<file path="src/sws_pkg.sv">
`default_nettype none
package sws_pkg;

    // register byte offsets
    localparam logic [7:0]  OFS_GEN_CTRL        = 8'h00;
    localparam logic [7:0]  OFS_WAKE_TIME_LOW   = 8'h04;
    localparam logic [7:0]  OFS_WAKE_TIME_HIGH  = 8'h08;
    localparam logic [7:0]  OFS_SLEEP_CFG       = 8'h0C;
    localparam logic [7:0]  OFS_RESUME1_CFG     = 8'h10;
    localparam logic [7:0]  OFS_RESUME2_CFG     = 8'h14;

    // general control fields
    localparam int          GEN_SLEEP_CLK_SEL   = 0;
    localparam int          GEN_SLEEP_INIT      = 1;
    localparam int          GEN_PIN_WAKE_EN     = 2;
    localparam int          GEN_PIN_POLARITY    = 3;
    localparam int          GEN_TIMER_WAKE_EN   = 4;
    localparam int          GEN_TIMER_64        = 5;
    localparam logic [31:0] GEN_RESET           = 32'h0000_0008;

    // supply configuration fields
    localparam int          CFG_DWELL_LSB       = 16;
    localparam int          CFG_DWELL_W         = 5;
    localparam int          CFG_TILE_CLK_OFF    = 14;
    localparam int          CFG_ANALOG_PFM      = 9;
    localparam int          CFG_CORE_PFM        = 8;
    localparam int          CFG_IO_EN           = 5;
    localparam int          CFG_PLL_EN          = 4;
    localparam int          CFG_ANALOG_EN       = 1;
    localparam int          CFG_CORE_EN         = 0;
    localparam logic [31:0] CFG_WR_MASK         = 32'h001F_4331;

    // reset values of the writable parts, and the read-only analogue enable
    localparam logic [31:0] SLEEP_CFG_RESET     = 32'h0010_0000;
    localparam logic [31:0] RESUME1_CFG_RESET   = 32'h0010_0020;
    localparam logic [31:0] RESUME2_CFG_RESET   = 32'h0010_0031;
    localparam logic        SLEEP_ANALOG_EN     = 1'b0;
    localparam logic        RESUME1_ANALOG_EN   = 1'b0;
    localparam logic        RESUME2_ANALOG_EN   = 1'b1;

    // supplies while running: {tileClkOff, anaPfm, corePfm, io, pll, ana, core}
    localparam logic [6:0]  RUNNING_SUPPLY      = 7'h0F;

    // timing
    localparam int          CLK_HZ              = 50_000_000;
    localparam int          SLOW_CLK_HZ         = 31_250;
    localparam int          SLOW_DIV            = CLK_HZ / SLOW_CLK_HZ;

    typedef enum logic [5:0] {
        ST_RUNNING  = 6'b000001,
        ST_GOSLEEP1 = 6'b000010,
        ST_GOSLEEP2 = 6'b000100,
        ST_ASLEEP   = 6'b001000,
        ST_RESUME1  = 6'b010000,
        ST_RESUME2  = 6'b100000
    } sws_state_e;

endpackage : sws_pkg
`default_nettype wire

</file>
<file path="src/sws_power_sequencer.sv">
`timescale 1ns/1ps
`default_nettype none
// What this block does
// - Low wake-time word, read/write, reset zero, used only asleep with timer wake.
// - High wake-time word ignored unless 64-bit comparison is enabled.
// - Asleep: wait minimum dwell, then leave on timer or pin wake.
// - Asleep dwell counts the selected clock, possibly the slow oscillator.
// - Resume phases: wait dwell, then advance once all enabled supplies good.
// - Five-bit dwell field gives 2^n cycles; reset value 16.
// - Bit 14 gates the tile clock in that state; resets zero.
// - Bit 9 selects analogue regulator modulation, PWM or PFM.
// - Bit 8 selects core regulator modulation, PWM or PFM.
// - Bit 5 enables the I/O supply; reset 0 asleep, 1 resuming.
// - Bit 4 enables the PLL regulator; reset 1 only in phase two.
// - Bit 1 reads analogue enable: 0, 0, 1 for the three states.
// - Bit 0 enables the core regulator; reset 1 only in phase two.
// - Control bits enable timer wake and select 64-bit compare; reset zero.
// - Control bits enable pin wake and choose its level; polarity resets one.
// - Self-clearing sleep-initiate bit honoured only while running.
module sws_power_sequencer (
    // clock and reset
    input  wire logic        mclk,
    input  wire logic        sys_rst,
    // register port
    input  wire logic        regWrEn,
    input  wire logic        regRdEn,
    input  wire logic [7:0]  regAddr,
    input  wire logic [31:0] regWrData,
    output logic [31:0]      regRdData,
    output logic             regRdValid,
    // wake sources and supply feedback
    input  wire logic [63:0] rtcCount,
    input  wire logic        wakePin,
    input  wire logic        coreGood,
    input  wire logic        analogGood,
    input  wire logic        ioGood,
    input  wire logic        pllGood,
    // supply controls
    output logic             tileClockOff,
    output logic             analogPfm,
    output logic             corePfm,
    output logic             ioSupplyEn,
    output logic             pllSupplyEn,
    output logic             analogSupplyEn,
    output logic             coreSupplyEn,
    output sws_pkg::sws_state_e seqState
);
    import sws_pkg::*;

    // the slow divider counter is 11 bits wide
    if (SLOW_DIV < 1 || SLOW_DIV > 2047) begin : gen_div_check
        $error("slow clock divider out of range");
    end

    // configuration registers
    logic [31:0]  genCtrl,    next_genCtrl;
    logic [31:0]  wakeLow,    next_wakeLow;
    logic [31:0]  wakeHigh,   next_wakeHigh;
    logic [31:0]  sleepCfg,   next_sleepCfg;
    logic [31:0]  resume1Cfg, next_resume1Cfg;
    logic [31:0]  resume2Cfg, next_resume2Cfg;
    logic [31:0]  next_regRdData;
    // sequencer
    sws_state_e   next_seqState;
    logic [6:0]   supply,     next_supply;
    logic         dwellStart, next_dwellStart;
    logic [10:0]  slowCnt,    next_slowCnt;
    logic         slowTick,   next_slowTick;
    logic         dwellTick;
    logic         dwellDone;
    logic [4:0]   dwellLog2;
    logic         timerWake;
    logic         pinWake;
    logic         suppliesGood;
    logic         leaveRunning;

    function automatic logic [31:0] cfgRead(input logic [31:0] cfg, input logic anaEn);
        cfgRead = (cfg & CFG_WR_MASK) | (32'(anaEn) << CFG_ANALOG_EN);
    endfunction : cfgRead

    function automatic logic [6:0] cfgSupply(input logic [31:0] cfg, input logic anaEn);
        cfgSupply = {cfg[CFG_TILE_CLK_OFF], cfg[CFG_ANALOG_PFM], cfg[CFG_CORE_PFM],
                     cfg[CFG_IO_EN], cfg[CFG_PLL_EN], anaEn, cfg[CFG_CORE_EN]};
    endfunction : cfgSupply

    // wake conditions
    always_comb begin
        if (genCtrl[GEN_TIMER_64]) begin
            timerWake = rtcCount >= {wakeHigh, wakeLow};
        end else begin
            timerWake = rtcCount[31:0] >= wakeLow;
        end
        timerWake = timerWake && genCtrl[GEN_TIMER_WAKE_EN];
        pinWake = genCtrl[GEN_PIN_WAKE_EN] && (wakePin == genCtrl[GEN_PIN_POLARITY]);
        suppliesGood = (!supply[0] || coreGood) && (!supply[1] || analogGood)
                    && (!supply[2] || pllGood) && (!supply[3] || ioGood);
        leaveRunning = (seqState == ST_RUNNING) && genCtrl[GEN_SLEEP_INIT];
        // asleep counts at the slow rate unless the fast clock is selected
        dwellTick = (seqState != ST_ASLEEP) || genCtrl[GEN_SLEEP_CLK_SEL] || slowTick;
    end

    // register file
    always_comb begin
        next_genCtrl    = genCtrl;
        next_wakeLow    = wakeLow;
        next_wakeHigh   = wakeHigh;
        next_sleepCfg   = sleepCfg;
        next_resume1Cfg = resume1Cfg;
        next_resume2Cfg = resume2Cfg;
        next_regRdData  = regRdData;
        if (leaveRunning) begin
            next_genCtrl[GEN_SLEEP_INIT] = 1'b0;
        end
        if (regWrEn) begin
            case (regAddr)
                OFS_GEN_CTRL: begin
                    next_genCtrl[5:2] = regWrData[5:2];
                    next_genCtrl[GEN_SLEEP_CLK_SEL] = regWrData[GEN_SLEEP_CLK_SEL];
                    if (seqState == ST_RUNNING && !leaveRunning) begin
                        next_genCtrl[GEN_SLEEP_INIT] = regWrData[GEN_SLEEP_INIT]
                                                     | genCtrl[GEN_SLEEP_INIT];
                    end
                end
                OFS_WAKE_TIME_LOW:  next_wakeLow    = regWrData;
                OFS_WAKE_TIME_HIGH: next_wakeHigh   = regWrData;
                OFS_SLEEP_CFG:      next_sleepCfg   = regWrData & CFG_WR_MASK;
                OFS_RESUME1_CFG:    next_resume1Cfg = regWrData & CFG_WR_MASK;
                OFS_RESUME2_CFG:    next_resume2Cfg = regWrData & CFG_WR_MASK;
                default: ;
            endcase
        end
        if (regRdEn) begin
            case (regAddr)
                OFS_GEN_CTRL:       next_regRdData = genCtrl & 32'h0000_003F;
                OFS_WAKE_TIME_LOW:  next_regRdData = wakeLow;
                OFS_WAKE_TIME_HIGH: next_regRdData = wakeHigh;
                OFS_SLEEP_CFG:      next_regRdData = cfgRead(sleepCfg, SLEEP_ANALOG_EN);
                OFS_RESUME1_CFG:    next_regRdData = cfgRead(resume1Cfg, RESUME1_ANALOG_EN);
                OFS_RESUME2_CFG:    next_regRdData = cfgRead(resume2Cfg, RESUME2_ANALOG_EN);
                default:            next_regRdData = 32'h0;
            endcase
        end
    end

    always_ff @(posedge mclk or posedge sys_rst) begin
        if (sys_rst) begin
            genCtrl    <= GEN_RESET;
            wakeLow    <= 32'h0;
            wakeHigh   <= 32'h0;
            sleepCfg   <= SLEEP_CFG_RESET;
            resume1Cfg <= RESUME1_CFG_RESET;
            resume2Cfg <= RESUME2_CFG_RESET;
            regRdData  <= 32'h0;
            regRdValid <= 1'b0;
        end else begin
            genCtrl    <= next_genCtrl;
            wakeLow    <= next_wakeLow;
            wakeHigh   <= next_wakeHigh;
            sleepCfg   <= next_sleepCfg;
            resume1Cfg <= next_resume1Cfg;
            resume2Cfg <= next_resume2Cfg;
            regRdData  <= next_regRdData;
            regRdValid <= regRdEn;
        end
    end

    // sequencer
    always_comb begin
        next_seqState   = seqState;
        next_dwellStart = 1'b0;
        next_slowCnt    = slowCnt + 11'h1;
        next_slowTick   = 1'b0;
        dwellLog2       = sleepCfg[CFG_DWELL_LSB +: CFG_DWELL_W];
        if (slowCnt == 11'(SLOW_DIV - 1)) begin
            next_slowCnt  = 11'h0;
            next_slowTick = 1'b1;
        end
        case (seqState)
            ST_RUNNING:  if (leaveRunning) next_seqState = ST_GOSLEEP1;
            ST_GOSLEEP1: next_seqState = ST_GOSLEEP2;
            ST_GOSLEEP2: next_seqState = ST_ASLEEP;
            ST_ASLEEP:   if (!dwellStart && dwellDone && (timerWake || pinWake))
                             next_seqState = ST_RESUME1;
            ST_RESUME1:  if (!dwellStart && dwellDone && suppliesGood)
                             next_seqState = ST_RESUME2;
            ST_RESUME2:  if (!dwellStart && dwellDone && suppliesGood)
                             next_seqState = ST_RUNNING;
            default:     next_seqState = ST_RUNNING;
        endcase
        case (next_seqState)
            ST_ASLEEP: begin
                next_supply = cfgSupply(sleepCfg, SLEEP_ANALOG_EN);
            end
            ST_RESUME1: begin
                next_supply = cfgSupply(resume1Cfg, RESUME1_ANALOG_EN);
                dwellLog2   = resume1Cfg[CFG_DWELL_LSB +: CFG_DWELL_W];
            end
            ST_RESUME2: begin
                next_supply = cfgSupply(resume2Cfg, RESUME2_ANALOG_EN);
                dwellLog2   = resume2Cfg[CFG_DWELL_LSB +: CFG_DWELL_W];
            end
            default: next_supply = RUNNING_SUPPLY;
        endcase
        if (next_seqState != seqState) begin
            next_dwellStart = 1'b1;
        end
    end

    always_ff @(posedge mclk or posedge sys_rst) begin
        if (sys_rst) begin
            seqState   <= ST_RUNNING;
            supply     <= RUNNING_SUPPLY;
            dwellStart <= 1'b0;
            slowCnt    <= 11'h0;
            slowTick   <= 1'b0;
        end else begin
            seqState   <= next_seqState;
            supply     <= next_supply;
            dwellStart <= next_dwellStart;
            slowCnt    <= next_slowCnt;
            slowTick   <= next_slowTick;
        end
    end

    logic [4:0] dwellLog2Q;
    always_ff @(posedge mclk or posedge sys_rst) begin
        if (sys_rst) begin
            dwellLog2Q <= 5'h10;
        end else begin
            dwellLog2Q <= dwellLog2;
        end
    end

    sws_dwell_timer u_dwell (
        .mclk       (mclk),
        .sys_rst    (sys_rst),
        .start      (dwellStart),
        .tick       (dwellTick),
        .log2Cycles (dwellLog2Q),
        .expired    (dwellDone)
    );

    always_comb begin
        {tileClockOff, analogPfm, corePfm, ioSupplyEn} = supply[6:3];
        pllSupplyEn    = supply[2];
        analogSupplyEn = supply[1];
        coreSupplyEn   = supply[0];
    end
endmodule : sws_power_sequencer
`default_nettype wire

</file>
<file path="src/sws_dwell_timer.sv">
`timescale 1ns/1ps
`default_nettype none
module sws_dwell_timer (
    // clock and reset
    input  wire logic                          mclk,
    input  wire logic                          sys_rst,
    // control
    input  wire logic                          start,
    input  wire logic                          tick,
    input  wire logic [sws_pkg::CFG_DWELL_W-1:0] log2Cycles,
    // status
    output logic                               expired
);
    import sws_pkg::*;

    logic [31:0]            count;
    logic [31:0]            target;
    logic [31:0]            next_count;
    logic [31:0]            next_target;
    logic                   next_expired;

    // start latches 2^n; expired rises on the 2^n-th tick after it
    always_comb begin
        next_count   = count;
        next_target  = target;
        next_expired = expired;
        if (start) begin
            next_count   = 32'h0;
            next_target  = 32'h1 << log2Cycles;
            next_expired = 1'b0;
        end else if (tick && !expired) begin
            next_count = count + 32'h1;
            if (next_count == target) begin
                next_expired = 1'b1;
            end
        end
    end

    always_ff @(posedge mclk or posedge sys_rst) begin
        if (sys_rst) begin
            count   <= 32'h0;
            target  <= 32'h1;
            expired <= 1'b0;
        end else begin
            count   <= next_count;
            target  <= next_target;
            expired <= next_expired;
        end
    end

endmodule : sws_dwell_timer
`default_nettype wire

</file>
<file path="config.mk">
export PLATFORM = sky130hd
export DESIGN_NAME = sws_power_sequencer
export DESIGN_NICKNAME = d
export VERILOG_FILES = /design/src/sws_pkg.sv /design/src/sws_power_sequencer.sv /design/src/sws_dwell_timer.sv
export SDC_FILE = /design/constraint.sdc
export NUM_CORES = 1
export LEC_CHECK = 0
export ABC_AREA = 1
export BUFFER_PORTS_ARGS = -buffer_cell sky130_fd_sc_hd__buf_2
export CAP_MARGIN = 20
export CORE_MARGIN = 4
export CORE_UTILIZATION = 40
export CTS_CLUSTER_DIAMETER = 120
export DETAILED_ROUTE_END_ITERATION = 16
export PLACE_DENSITY = 0.62
export SLEW_MARGIN = 15
export SYNTH_ARGS = -nofsm -noshare
export SYNTH_HDL_FRONTEND = slang
export SYNTH_SLANG_ARGS = --single-unit
</file>
<file path="constraint.sdc">
create_clock -name mclk -period 15.4 [get_ports mclk]
set_clock_uncertainty 0.15 [all_clocks]
set_input_delay 2.31 -clock mclk [delete_from_list [all_inputs] [get_ports mclk]]
set_output_delay 2.31 -clock mclk [all_outputs]
set_load 0.02 [all_outputs]
</file>
==> reports/metrics.cfg, run 1 <==
[critical_path]
r2r_end=u_dwell.count[2]
cp-startpoint=rtcCount[31]
worstPathCellList=buf_2, ha_1, nand2_1, nor2_1, nand4_1, a21oi_1, nor2_1, nand2_1, nand2_1, nand2_1, nand2_1, nand2_1, nand3_1, nand2_1, nand2_1, nand4_1
reg2reg_depth=7
crit_fanout=12
endpoint_kind=register
crit_slowest_cell=nand2_1
rrSetupSlack_ns=11.81
worst_ep_required_time_ns=15.73
crit_type=in -> reg
cpMostUsedCell=nand2_1
r2r_start=dwellStart
critical-path-max-stage-delay_ns=0.43
startpoint_type=input pin
crit_arrival_ns=4.66

[yosys]
synth_area_mm2=0.0125
synth-main-ff-cell=dfrtp_1
netlist_instances=1562
synth_cell_types=46
synth_warnings=0
yosysSeqAreaShare_pct=46.6
avgSynthCellArea_um2=8.00
async_reset_ff_share_pct=100
synth_seq_cells=232
synth_edf_count=0
syn_nets=1741

[global_routing]
grt_use_met2_pct=35.1
grt_usage_pct=20.6
antenna_found_initial=1
grt_use_met1_pct=27.7
grt-ovfl-total=0
grt.busiest_layer=met2
grt_pass1_vias=10700
grt_max_degree=88
grt_pass1_wl_um=56500
met3_usage_pct=2.75

[power_and_ir_drop]
power_switching_share_pct=28.2
pwr-share-clk_pct=42.6
seqPwrFrac_pct=42.7
p_leak_uw=0.00713
peakVddDrop_mv=0.0744
internal-power_uw=1140
finalPower_uw=1590
p_switching_uw=449
p_comb_share_pct=14.7
powerDensity_mw_per_mm2=109

[clock_network]
clock-sinks=232
clk_pin_slew_ns=0.06
hold_buffers=0
cts_tree=yes
cts_resized=0
clk-insertion-delay-late_ns=0.55
cts_buffers=27
clock-root-buffer=clkbuf_16
clock_path_buffers=3
post-cts-setup-buffer-count=0
ctsHtreeMaxLevel=1

[place]
dpl.hpwl_um=25700
gp_congestion=0.873
port_buffers=158

[sta]
hold_viol=0
timing.fmax_mhz=231
fin_crit_ns=4.32
setup_viol=0
period_share_pct=28.1
worstMarginPinSlew_ns=1.04
maxSlewHeadroom_pct=30.5
rsz0062_at_grt=false
finalMaxSlewViolations=0
fin_tns_setup_ns=0

[run_status]
outcome=finished clean

[route]
drt_iter0_drc=638
routedWlPerCell_um=16.6
drt-total-wl_um=35200
ant_nets=0
dr.pass1.iters=5
vias_per_cell=5.08
drc=0
dr_total_vias=10800

[worst_hold_path]
min_path_cells=2
whs_endpoint=regRdData[11]
hp-class=reg -> reg
hp-start=regRdData[11]

[job]
maxCapViolCount=0

[final_layout]
fin_nets=1886
final_common_cell=nand2_1
syn2layout_area_growth_pct=17.4
layout_common_cells=nand2_1 (451), dfrtp_1 (217), inv_1 (209)
drive_gt1_share_pct=15.0

[floorplan]
row_count=64
dieArea_mm2=0.0342
core-area_mm2=0.0307
fp.dieW_um=185
start_util_pct=40.7
io_pins=159
die_y_um=185

-- registers in the layout (all words and copies together) (netlist names) --
register and flops:
u_dwell.target 32, genCtrl 6, u_dwell.expired 1, resume2Cfg 11, u_dwell.count 32, resume1Cfg 11, wakeHigh 32, slowTick 1
slowCnt 11, regRdData 32, supply 7, regRdValid 1, seqState 6, sleepCfg 11, wakeLow 32, dwellLog2Q 5
dwellStart 1
-- cell usage after synthesis, types with 4 or more instances --
cell type	count	area, um^2
nor3_1	16	80.1
dfstp_2	15	394
or2_2	4	25.0
buf_2	6	30.0
a221oi_1	9	78.8
o21a_1	4	30.0
inv_1	210	788
nand2_1	453	1700
xnor2_1	4	35.0
nor2_2	4	25.0
nand4_1	31	194
o22ai_1	57	357
xor2_1	37	324
a21o_1	6	45.0
ha_1	66	826
dfrtp_1	217	5430
clkbuf_1	41	154
nor2_1	91	342
nand3_1	48	240
o21ai_0	159	796
a22o_1	5	43.8
a21oi_1	37	185
nor4_1	4	25.0
-- worst max-delay path by stage --
stage	to
floorplan	dwellLog2Q[0]
global placement	supply[0]
detailed placement	supply[0]
CTS	supply[0]
global route	supply[3]
finish	supply[0]
-- power by group through the flow --
| stage | logic (uW) | registers [uW] | clock network, uW |
|---|---|---|---|
| final | 234 | 681 | 678 |
| after CTS | 236 | 681 | 692 |
| after global routing | 265 | 686 | 719 |
| after floorplan | 158 | 687 | 0 |
| after global placement | 229 | 692 | 0 |
| after detailed placement | 234 | 692 | 0 |
-- through the flow --
step                      hold WS (ns)  utilization (%)  setup slack, ns  instances  instance area, um^2
after floorplan                  0.303                -             6.60       1562                12500
after global placement           0.309             44.4            10.51       2071                13700
after detailed placement         0.313             44.4            10.49       2071                13700
after CTS                        0.331             47.5            11.08       2121                14600
after global routing             0.341             47.7            10.80       2125                14700
final                            0.329             47.7            11.08       2126                14700
-- layout make-up --
cell class	instances	area [um^2]
inverters	213	807
well taps	396	495
fillers	3081	16100
clock inverters	11	166
diodes	2	5.00
clock buffers	39	781
multi-input cells	1065	5680
repair buffers	168	911
flip-flops and latches	232	5820
-- layer usage --
layer  part of all wire, %  routed length (um)  vias up
li1                      -                   -     5361
met1                    45               15700     5158
met2                    49               17100      233
met3                   3.9                1390       58
met4                   2.8                1000        0
met5                     0                   0        -
-- critical path: cells and delay by family --
family	cells	cell delay (ns)
AO/OA/AOI/OAI	1	0.18
adder cells (fa/ha/maj)	1	0.29
buffers and inverters	1	0.10
AND/OR/NAND/NOR	13	1.77
-- kinds of logic after synthesis --
group / Yosys count / synth area share, %
AND/OR/NAND/NOR: 667 / 22.3
AO/OA/AOI/OAI: 288 / 12.9
buffers and inverters: 265 / 8.11
flip-flops: 232 / 46.6
adder cells (fa/ha/maj): 66 / 6.60
XOR/XNOR: 44 / 3.41
Power figures use the tool's default switching activity.
==> inputs of run 2 (changes only) <==
==> constraint.sdc (replaced) <==
create_clock -name mclk -period 4 [get_ports mclk]
set_clock_uncertainty 0.15 [all_clocks]
set_input_delay 0.6 -clock mclk [delete_from_list [all_inputs] [get_ports mclk]]
set_output_delay 0.6 -clock mclk [all_outputs]
set_load 0.02 [all_outputs]
==> run 2 against run 1 <==
  * Sequential cell count did not move
  * Register-to-register slack got worse by 11 ns
  * Power rose to 3.8 times the previous value
  * First-iteration DRC count rose by 4.5%
  * Critical path depth fell by 4
  * Via count rose by 0.38%
  * Combinational power rose to 4.0 times the previous value
  * Critical path type is now reg -> reg
  * Largest power group unchanged
  * Highest routed layer is now met5
==> reports/metrics.cfg, run 2 (synthesis results as in run 1) <==
[global_routing]
grt-ovfl-total=0  ; unchanged
grt_max_degree=75  ; -15%
antenna_found_initial=4  ; +3
grt_pass1_wl_um=57000  ; +0.80%
grt_usage_pct=20.8  ; +0.20 points
grt_pass1_vias=11000  ; +2.2%

[final_layout]
syn2layout_area_growth_pct=17.3  ; about the same
fin_nets=1892  ; +0.32%
final_common_cell=nand2_1
layout_common_cells=nand2_1 (451), dfrtp_1 (217), inv_1 (209)
drive_gt1_share_pct=15.2  ; +0.25 points
post-route-cell-area_mm2=0.0147  ; about the same

[clock_network]
cts_resized=0  ; unchanged
cts_tree=yes
clock-root-buffer=clkbuf_16
post-cts-setup-buffer-count=0  ; unchanged
clock_path_buffers=3  ; unchanged
clk_pin_slew_ns=0.06  ; about the same
clock-sinks=232  ; unchanged
hold_buffers=0  ; unchanged
cts_buffers=27  ; unchanged
ctsHtreeMaxLevel=1  ; unchanged
clk-insertion-delay-late_ns=0.53  ; -0.02 ns

[route]
routedWlPerCell_um=16.7  ; +0.89%
drc=0  ; unchanged
dr.pass1.iters=5  ; unchanged
ant_nets=0  ; unchanged
drt_iter0_drc=667  ; +4.5%
vias_per_cell=5.09  ; +0.14%
drt-total-wl_um=35600  ; +1.1%
dr_total_vias=10900  ; +0.38%

[sta]
hold_viol=0  ; unchanged
fin_crit_ns=2.77
setup_viol=0  ; unchanged
rsz0062_at_grt=false
finalMaxSlewViolations=0  ; unchanged
timing.fmax_mhz=361
holdWs_ns=0.118  ; -0.211 ns
fin_tns_setup_ns=0  ; unchanged
period_share_pct=69.2
maxSlewHeadroom_pct=36.4  ; +5.9 points
worstMarginPinSlew_ns=0.954  ; -0.0869 ns

[run_status]
outcome=finished clean

[floorplan]
die_y_um=185  ; unchanged
io_pins=159  ; unchanged
fp.dieW_um=185  ; unchanged
dieArea_mm2=0.0342  ; unchanged
core-area_mm2=0.0307  ; unchanged
row_count=64  ; unchanged
start_util_pct=40.7  ; unchanged

[critical_path]
crit_type=reg -> reg
startpoint_type=register
crit_fanout=16  ; +4
crit_arrival_ns=3.03  ; -1.63 ns
worst_ep_required_time_ns=4.27  ; -11.46 ns
endpoint_kind=register

[worst_hold_path]
hp-class=in -> async

[power_and_ir_drop]
powerDensity_mw_per_mm2=413  ; +280%
p_leak_uw=0.00714  ; +0.13%
peakVddDrop_mv=0.426  ; +470%
finalPower_uw=6050  ; +280%

[place]
dpl.hpwl_um=26300  ; +2.3%
gp_congestion=0.898  ; +2.9%
postPlaceCellArea_mm2=0.0138  ; +0.74%
port_buffers=158  ; unchanged

[job]
maxCapViolCount=0  ; unchanged

## run 2: cell type report
class                   count  area (um^2)
fillers                  3061        16100
well taps                 396          495
flip-flops and latches    232         5820
inverters                 213          803
clock buffers              41          808
multi-input cells        1065         5680
repair buffers            174          948
clock inverters             8         93.8
diodes                      2         5.00
## run 2: through the flow
step                utilization, %  setup WS, ns  cells
floorplan                        -         0.226   1562
global placement              44.7          1.07   2080
detailed placement            44.7         0.976   2080
CTS                           47.7          1.25   2129
global route                  47.7         0.954   2131
finish                        47.7          1.23   2131
## run 2: where the power goes
| group | internal (uW) | total [uW] | switching [uW] | leakage (uW) |
|---|---|---|---|---|
| registers | 2500 | 2630 | 129 | 0.00314 |
| clock network | 1510 | 2490 | 980 | 0.000450 |
| logic | 317 | 930 | 613 | 0.00354 |
| total | 4330 | 6050 | 1720 | 0.00714 |
## run 2: per-layer routing
layer	vias to the layer above	wire, um	track usage [%]
li1	5398	-	-
met2	277	17100	35.4
met3	71	1540	2.69
met5	-	22	0
met4	4	1280	6.84
met1	5101	15600	27.5
## run 2: final timing paths
path	from	endpoint	slack (ns)	cells past startpoint
max	dwellStart	dwellStart	1.23	12
min	sys_rst	wakeHigh[2]	0.12	2
max reg2reg	dwellStart	dwellStart	1.23	12
min reg2reg	regRdData[1]	regRdData[1]	0.32	2
max in group asynchronous	sys_rst	u_dwell.target[0]	2.67	3
min in group mclk	regWrData[11]	wakeHigh[11]	0.17	3
## run 2: critical path, cell delays in order, from the launching register on
cell,delay (ns)
dfrtp_1,0.59
inv_2,0.13
nand2_1,0.13
a21oi_1,0.13
o21ai_0,0.09
nor2_1,0.17
inv_1,0.13
nand2_1,0.10
nand2_1,0.34
o21ai_0,0.34
o211ai_1,0.13
a21oi_1,0.14
nand2_1,0.08
